--- src/core/pusc_cfg.svh ---
// power-up state control: timing counts and state encodings
// assumes a 125 MHz REF_CLK; included by bare name
`ifndef PUSC_CFG_SVH
`define PUSC_CFG_SVH
`define PUSC_CLK_MHZ       125
`define PUSC_INIT_TIME_US  100
// sized to the counter so the parameter default carries no spare bits
`define PUSC_INIT_CYCLES   (24'(`PUSC_INIT_TIME_US * `PUSC_CLK_MHZ))
`define PUSC_CNT_W         24
`define PUSC_ST_QUIET      2'b00
`define PUSC_ST_INIT       2'b01
`define PUSC_ST_USER       2'b11
`define PUSC_ST_ERASED     2'b10
`endif

--- src/core/pusc_pkg.sv ---
// power-up state control: shared types
// assumes pusc_cfg.svh is on the include path
`include "pusc_cfg.svh"
package pusc_pkg;
  typedef enum logic [1:0] {
    PUSC_QUIET  = `PUSC_ST_QUIET,
    PUSC_INIT   = `PUSC_ST_INIT,
    PUSC_USER   = `PUSC_ST_USER,
    PUSC_ERASED = `PUSC_ST_ERASED
  } pusc_state_t;
endpackage

--- src/core/pusc_power_up_state_control.sv ---
// power-up and operating-state control for the programmable logic device
// assumes supply-good and pattern-valid inputs synchronous to REF_CLK
// What this block does
// - while the core supply is below its safe level the device stays quiescent.
// - quiescent means pins and test access disabled, outputs off, pull-ups on.
// - after supply-good every user register is initialised within the init time.
// - once initialisation ends the device enters its operating state at once.
// - with no user pattern outputs stay disabled and pull-ups stay on.
// - when erased the test-access controller and its pins are enabled.
// - with a pattern the user pins act as configured and pull-ups are off.
// - when programmed the test-access controller stays enabled.
// - inputs, clocks and logic blocks run only in valid user operation.
`timescale 1ns/100ps
`default_nettype none
module pusc_power_up_state_control
  import pusc_pkg::*;
#(
  parameter logic [`PUSC_CNT_W-1:0] INIT_CYCLES = `PUSC_INIT_CYCLES
) (
  // clock and reset
  input  wire logic REF_CLK,
  input  wire logic RST_N,
  // supply monitor and non-volatile pattern state
  input  wire logic CORE_SUPPLY_GOOD,
  input  wire logic PATTERN_VALID,
  // controls toward pin_io_cell and boundary scan
  output var  logic PULLUP_EN,
  output var  logic USER_OUT_EN,
  output var  logic USER_IN_EN,
  output var  logic LOGIC_EN,
  output var  logic JTAG_EN,
  output var  logic USER_REG_INIT,
  output var  logic STATE_READY
);
  import pusc_pkg::*;

  // sequencing state and init counter
  pusc_state_t             state;
  pusc_state_t             next_state;
  logic [`PUSC_CNT_W-1:0]  count;
  logic [`PUSC_CNT_W-1:0]  next_count;
  logic                    init_done;

  // stored-pattern decision, frozen for one supply cycle
  logic                    programmed;
  logic                    next_programmed;

  // next values of the registered controls
  logic                    next_pullup_en;
  logic                    next_user_out_en;
  logic                    next_user_in_en;
  logic                    next_logic_en;
  logic                    next_jtag_en;
  logic                    next_user_reg_init;
  logic                    next_state_ready;

  // terminal count; the counter starts from zero on entry to init
  assign init_done = (count >= INIT_CYCLES - 1'b1);

  // sequencing: quiet, init, then one of the two operating states
  always_comb begin
    next_state = state;
    next_count = count;
    case (state)
      PUSC_QUIET: begin
        next_count = '0;
        if (CORE_SUPPLY_GOOD) begin
          next_state = PUSC_INIT;
        end
      end
      PUSC_INIT: begin
        next_count = count + 1'b1;
        if (init_done) begin
          next_state = programmed ? PUSC_USER : PUSC_ERASED;
          next_count = '0;
        end
      end
      PUSC_USER: begin
        next_count = '0;
      end
      PUSC_ERASED: begin
        next_count = '0;
      end
      default: begin
        next_state = PUSC_QUIET;
        next_count = '0;
      end
    endcase
    // supply loss drops straight back to quiescent from any state
    if (!CORE_SUPPLY_GOOD) begin
      next_state = PUSC_QUIET;
      next_count = '0;
    end
  end

  always_ff @(posedge REF_CLK) begin
    if (!RST_N) begin
      state <= PUSC_QUIET;
      count <= '0;
    end else begin
      state <= next_state;
      count <= next_count;
    end
  end

  // flag taken only on the quiet-to-init step; a later change of the
  // stored pattern waits for the next supply cycle, so the mode cannot
  // flip under a running design
  always_comb begin
    next_programmed = programmed;
    if (state == PUSC_QUIET && CORE_SUPPLY_GOOD) begin
      next_programmed = PATTERN_VALID;
    end
  end

  always_ff @(posedge REF_CLK) begin
    if (!RST_N) begin
      programmed <= 1'b0;
    end else begin
      programmed <= next_programmed;
    end
  end

  // outputs decoded from the next state so each port is a plain flop
  // and follows the state with no extra cycle of lag
  always_comb begin
    next_pullup_en     = 1'b1;
    next_user_out_en   = 1'b0;
    next_user_in_en    = 1'b0;
    next_logic_en      = 1'b0;
    next_jtag_en       = 1'b0;
    next_user_reg_init = 1'b0;
    next_state_ready   = 1'b0;
    case (next_state)
      PUSC_QUIET: begin
        next_pullup_en     = 1'b1;
        next_user_out_en   = 1'b0;
        next_user_in_en    = 1'b0;
        next_logic_en      = 1'b0;
        next_jtag_en       = 1'b0;
        next_user_reg_init = 1'b0;
        next_state_ready   = 1'b0;
      end
      PUSC_INIT: begin
        next_pullup_en     = 1'b1;
        next_user_out_en   = 1'b0;
        next_user_in_en    = 1'b0;
        next_logic_en      = 1'b0;
        next_jtag_en       = 1'b0;
        next_user_reg_init = 1'b1;
        next_state_ready   = 1'b0;
      end
      PUSC_ERASED: begin
        next_pullup_en     = 1'b1;
        next_user_out_en   = 1'b0;
        next_user_in_en    = 1'b0;
        next_logic_en      = 1'b0;
        next_jtag_en       = 1'b1;
        next_user_reg_init = 1'b0;
        next_state_ready   = 1'b1;
      end
      PUSC_USER: begin
        next_pullup_en     = 1'b0;
        next_user_out_en   = 1'b1;
        next_user_in_en    = 1'b1;
        next_logic_en      = 1'b1;
        next_jtag_en       = 1'b1;
        next_user_reg_init = 1'b0;
        next_state_ready   = 1'b1;
      end
      default: begin
        next_pullup_en     = 1'b1;
        next_user_out_en   = 1'b0;
        next_user_in_en    = 1'b0;
        next_logic_en      = 1'b0;
        next_jtag_en       = 1'b0;
        next_user_reg_init = 1'b0;
        next_state_ready   = 1'b0;
      end
    endcase
  end

  // reset values match the quiescent row: pull-ups on, all else off
  always_ff @(posedge REF_CLK) begin
    if (!RST_N) begin
      PULLUP_EN     <= 1'b1;
      USER_OUT_EN   <= 1'b0;
      USER_IN_EN    <= 1'b0;
      LOGIC_EN      <= 1'b0;
      JTAG_EN       <= 1'b0;
      USER_REG_INIT <= 1'b0;
      STATE_READY   <= 1'b0;
    end else begin
      PULLUP_EN     <= next_pullup_en;
      USER_OUT_EN   <= next_user_out_en;
      USER_IN_EN    <= next_user_in_en;
      LOGIC_EN      <= next_logic_en;
      JTAG_EN       <= next_jtag_en;
      USER_REG_INIT <= next_user_reg_init;
      STATE_READY   <= next_state_ready;
    end
  end

  // limitation: one init length serves every part size; a larger part
  // needs its own INIT_CYCLES at the instance
endmodule
`default_nettype wire

--- config.mk ---
export PLATFORM = sky130hd
export DESIGN_NAME = pusc_power_up_state_control
export DESIGN_NICKNAME = d
export VERILOG_FILES = /design/src/core/pusc_pkg.sv /design/src/core/pusc_power_up_state_control.sv
export VERILOG_INCLUDE_DIRS = /design/src /design/src/core
export SDC_FILE = /design/constraint.sdc
export NUM_CORES = 1
export LEC_CHECK = 0
export BUFFER_PORTS_ARGS = -buffer_cell sky130_fd_sc_hd__buf_2
export CAP_MARGIN = 20
export CORE_MARGIN = 1
export CORE_UTILIZATION = 50
export CTS_CLUSTER_SIZE = 14
export DETAILED_ROUTE_END_ITERATION = 7
export GPL_TIMING_DRIVEN = 0
export PLACE_DENSITY = 0.69
export REMOVE_ABC_BUFFERS = 1
export SLEW_MARGIN = 0
export SYNTH_ARGS = -nofsm -noshare
export SYNTH_HDL_FRONTEND = slang
export SYNTH_SLANG_ARGS = --single-unit
export TNS_END_PERCENT = 50
--- constraint.sdc ---
create_clock -name REF_CLK -period 1.6 [get_ports REF_CLK]
set_input_delay 0.24 -clock REF_CLK [delete_from_list [all_inputs] [get_ports REF_CLK]]
set_output_delay 0.24 -clock REF_CLK [all_outputs]
set_load 0.02 [all_outputs]
==> results of run 1 <==
registers in the layout (all words and copies together) (netlist names):
register	cells
count	24
USER_REG_INIT	1
programmed	1
STATE_READY	1
LOGIC_EN	1
PULLUP_EN	1
state	2
Yosys cell counts, types with 2 or more instances:
| cell | number |
|---|---|
| dfxtp_1 | 31 |
| nor3_1 | 5 |
| nor4_1 | 5 |
| a2111oi_0 | 2 |
| xor2_1 | 2 |
| inv_1 | 4 |
| nand3_1 | 6 |
| nand2_1 | 8 |
| buf_4 | 3 |
| xnor2_1 | 10 |
| nor2_1 | 19 |
cells by family (layout without fill, tap and decap cells):
kind of cell               Yosys count  after routing  synth area share
adders and majority gates            1              1            0.0108
and+or+nand+nor                     52             52             0.235
xor gates and xnor gates            12             12            0.0909
AOI/OAI and AO/OA                   10             11            0.0812
other                                1             10           0.00324
buffers and inverters                8             25            0.0422
DFF                                 31             31             0.537
power groups by stage:
| stage | Clock [mW] | Sequential (mW) | Combinational [mW] |
|---|---|---|---|
| 6_report | 0.634 | 0.802 | 0.0412 |
| 2_1_floorplan | 0 | 0.823 | 0.0192 |
| 4_1_cts | 0.648 | 0.802 | 0.0413 |
| 3_3_place_gp | 0 | 0.818 | 0.0358 |
| 3_5_place_dp | 0 | 0.820 | 0.0377 |
| 5_1_grt | 0.683 | 0.804 | 0.0456 |
per-layer routing:
| metal | track usage | share of wire | vias to the layer above |
|---|---|---|---|
| met2 | 0.271 | 0.48 | 15 |
| met1 | 0.180 | 0.45 | 398 |
| met4 | 0.110 | 0.017 | 0 |
| met3 | 0.0988 | 0.050 | 5 |
| li1 | - | - | 443 |
| met5 | 0 | 0 | - |
what timing repair did:
item                       4_1_cts  5_1_grt
buffers inserted                 3        0
setup endpoints to repair       19       19
pin swaps                       16        3
resized for setup                6        1
cloned                           1        0
worst paths after layout:
kind / startpoint / to / slack [ps] / cells after the start
setup / recovery: count[16] / state[1] / -50 / 5
hold / removal: RST_N / programmed / 170 / 2
setup reg to reg: count[16] / state[1] / -50 / 5
hold reg to reg: count[0] / count[0] / 460 / 1
stage by stage:
step                setup TNS, ps  area, um^2  instances  power, mW  hold WS, ps
finish                       -347        1390        170       1.48          166
global route                -1400        1390        170       1.53          155
CTS                          -340        1390        170       1.49          160
detailed placement          -2440        1240        158      0.857          449
global placement            -1810        1240        158      0.854          429
floorplan                  -0.608        1160        120      0.842          394
cell type report:
cell class,count,area [um^2]
Clock buffer,6,51.3
Tap cell,28,35.0
Inverter,4,15.0
Timing Repair Buffer,13,76.3
Multi-Input combinational cell,86,559
Fill cell,187,798
Clock inverter,2,35.0
Sequential cell,31,621
critical path, stage by stage, from the launching register on:
cell	delay, ps
dfxtp_1	310
or4_4	550
nor4_4	240
buf_6	170
and3_2	210
a2111oi_0	60
==> results.yml, run 1 <==
cells_and_area:
  drive_above_1_share: 0.204
  final_common_cell: "dfxtp_1"
  antenna_cells: 0
  final_core_utilization: 0.636
  nets: 146
  area_growth_pct: 20.5
  layout_common_cells: "dfxtp_1, nor2_1, xnor2_1, conb_1, buf_2"
floorplan:
  start_util: 0.528
  dieArea_um2: 2510
  core_region_area_um2: 2190
  die-height_um: 50.1
  ios: 11
  fp.dieW_um: 50.1
  rows: 17
yosys:
  yosysWarnings: 0
  synth_top_area_cell: "dfxtp_1"
  synth_edf_count: 0
  ys_ff_latch: 31
  syn-cell-area_um2: 1160
  seq_area_frac_synth: 0.537
  yosys-top-cells-area: "dfxtp_1, xnor2_1, nor2_1"
  syn-instance-count: 115
  synth_top_area_share: 0.537
  ys_types: 31
  synth_flop_cell: "dfxtp_1"
  async_flop_share: 0
  syn_area_per_cell_um2: 10.1
place:
  post-place-ws_ps: -263
  place.gp.congestion: 0.802
  io_buffers: 10
  dp_hpwl_mm: 1.25
min_path:
  hp-class: "input pin to flop"
clock_network:
  cts_buffers: 5
  insertion_delay_ps: 330
  cts_tree: "done"
  cts.clk_slew.worst_paths_ps: 100
  clock-sinks: 31
  cts_max_path_buffers: 2
  h-tree-depth: 2
  hold_buffers: 0
  cts_root_buf: "clkbuf_4"
setup_path:
  worstPathRequired_ps: 1800
  cp.arrival_ps: 1860
  crit_type: "flop to flop"
  crit_fanout: 5
  cp-end-kind: "flop"
  worstSetupStartpointType: "flop"
route:
  antenna_left: 0
  viasPerCell: 5.06
  drc: 0
  dr.pass1.iters: 4
  wire_per_inst_um: 11.1
  vias: 861
  drt_iter0_drc: 5
  wl_mm: 1.89
timing:
  finalSetupViolations: 14
  timing.final.ws_setup_ps: -54.1
  fin_skew_ps: 10.4
  rsz0062_at_grt: "yes"
  finalCritPeriodShare: 1.03
  slew_viol_final: 0
  finalHoldViolCount: 0
  clock.fmax_ghz: 0.605
  period_needed_ps: 1650
power_and_ir_drop:
  intPower_mw: 1.18
  vdd_ir_drop_max_uv: 905
  clkPwrFrac: 0.429
  p_leak_nw: 0.484
  p_comb_frac: 0.028
  p_per_area_nw_per_um2: 1060
  swShare: 0.204
  seqPwrFrac: 0.543
  power.switching_uw: 301
global_route:
  grt_pass1_wl_mm: 3.07
  grt_use_total: 0.175
  grt_max_degree: 11
  overflow: 0
  grt_pass1_vias: 760
  antenna_found_initial: 0
run_status:
  status: "complete, but fails checks"
  violations: "negative setup slack"
job:
  maxCapViolations: 0
Power figures use the tool's default switching activity.
==> run 2: changes to the inputs <==
--- a/config.mk
+++ b/config.mk
@@ -6,7 +6,7 @@
 export SDC_FILE = /design/constraint.sdc
 export NUM_CORES = 1
 export LEC_CHECK = 0
-export BUFFER_PORTS_ARGS = -buffer_cell sky130_fd_sc_hd__buf_2
+export BUFFER_PORTS_ARGS = -buffer_cell sky130_fd_sc_hd__buf_4
 export CAP_MARGIN = 20
 export CORE_MARGIN = 1
 export CORE_UTILIZATION = 50
==> constraint.sdc (replaced) <==
create_clock -name REF_CLK -period 1.6 [get_ports REF_CLK]
set_input_delay 0.32 -clock REF_CLK [delete_from_list [all_inputs] [get_ports REF_CLK]]
set_output_delay 0.32 -clock REF_CLK [all_outputs]
set_load 0.02 [all_outputs]
==> run 2 against run 1 <==
  * Global-route usage increased by 2.9 points
  * The run still ends with negative setup slack left
  * Utilization increased by 1.9 points
  * Critical path depth unchanged
  * Final cell count increased by 1.2%
  * Highest routed layer unchanged
  * Routed wire length increased by 8.9%
  * Critical endpoint is now LOGIC_EN
  * First-iteration DRC count increased to 3.0 times the previous value
==> results.yml, run 2 (synthesis gave the netlist of run 1 again) <==
run_status:
  status: "complete, but fails checks"
  violations: "negative setup slack"
place:
  dp_hpwl_mm: 1.25
  post-place-ws_ps: -152
  io_buffers: 10
  place.gp.congestion: 0.768
  dp_cells: 158
  placed_cell_area_um2: 1270
setup_path:
  crit_type: "flop to flop"
  worstSetupStartpointType: "flop"
  cp-end-kind: "flop"
  timing.rr.start: "count[16]"
  cp.arrival_ps: 1930
  worstPathRequired_ps: 1850
  crit_chain: "or4_4 > nor4_4 > buf_4 > o211ai_1 > and3b_1"
  cp_slowest_cell: "or4_4"
  critPathMaxStageDelay_ps: 540
  crit_family: "simple AND/OR/NAND/NOR gates"
  critPathBufInv: 1
  crit_fanout: 3
  cp-startpoint: "count[16]"
floorplan:
  rows: 17
  dieArea_um2: 2510
  core_region_area_um2: 2190
  die-height_um: 50.1
  fp.dieW_um: 50.1
  ios: 11
  start_util: 0.528
route:
  drt_iter0_drc: 15
  antenna_left: 0
  wire_per_inst_um: 12.0
  viasPerCell: 4.98
  dr.pass1.iters: 4
  wl_mm: 2.06
  vias: 856
  drc: 0
clock_network:
  cts_max_path_buffers: 2
  h-tree-depth: 2
  cts.clk_slew.worst_paths_ps: 110
  cts_buffers: 5
  clock-sinks: 31
  cts_tree: "done"
  insertion_delay_ps: 340
  cts_root_buf: "clkbuf_4"
timing:
  fin_skew_ps: 13.1
  setup_tns_ps: -782
  finalSetupViolations: 17
  period_needed_ps: 1690
  slew_viol_final: 0
  finalHoldViolCount: 0
  finalCritPeriodShare: 1.05
  rsz0062_at_grt: "yes"
  timing.final.ws_setup_ps: -87.4
  hold_ws_ps: 234
  clock.fmax_ghz: 0.593
cells_and_area:
  antenna_cells: 0
  largestRegisters: "count x24, state x2"
  top_register: "count"
  drive_above_1_share: 0.222
  final_cells: 172
  area_growth_pct: 24.0
  fin_area_um2: 1430
  largest_reg_flops: 24
  final_common_cell: "dfxtp_1"
  final.fill_count: 184
  final_core_utilization: 0.654
  layout_common_cells: "dfxtp_1, nor2_1, buf_4, xnor2_1, conb_1"
  nets: 148
global_route:
  grt_pass1_wl_mm: 3.55
  antenna_found_initial: 0
  grt_max_degree: 11
  grt_pass1_vias: 839
  overflow: 0
  grt_use_total: 0.204
power_and_ir_drop:
  p_total_mw: 1.50
  p_leak_nw: 0.500
  vdd_ir_drop_max_uv: 1010
  p_per_area_nw_per_um2: 1040
min_path:
  hp-class: "input pin to flop"
  hold_start: "PATTERN_VALID"
job:
  maxCapViolations: 0
run 2: final timing paths:
kind,endpoint,slack (ps),cells past startpoint
max,LOGIC_EN,-90,5
min,programmed,230,3
max reg2reg,LOGIC_EN,-90,5
min reg2reg,count[0],470,1
run 2: cell type report:
| type | instances | area [um^2] | area share |
|---|---|---|---|
| clock buffer | 6 | 51.3 | 0.0358 |
| tap | 28 | 35.0 | 0.0244 |
| multi-input combinational | 86 | 564 | 0.394 |
| inverter | 4 | 15.0 | 0.0105 |
| clock inverter | 2 | 35.0 | 0.0244 |
| sequential | 31 | 621 | 0.433 |
| timing repair buffer | 15 | 113 | 0.0785 |
run 2: metal layers:
metal | wire (um) | track usage | vias to the layer above
met5 | 0 | 0 | -
met4 | 87 | 0.157 | 0
met3 | 101 | 0.0833 | 11
met2 | 947 | 0.311 | 21
met1 | 921 | 0.222 | 379
li1 | - | - | 445
run 2: where the power goes:
group	switching [mW]	total [mW]	internal (mW)
logic	0.0254	0.0457	0.0203
registers	0.0109	0.803	0.792
clock network	0.278	0.647	0.369
total	0.314	1.50	1.18
run 2: repair_timing:
item	in CTS	in global routing
setup endpoints to repair	19	20
gates resized for setup	3	5
pin swaps	15	4
gates cloned	1	0
hold buffers	0	0
buffers inserted	4	1
run 2: worst min-delay path: stages:
cell	delay [ps]
buf_4	110
nand3_1	50
a21boi_0	60
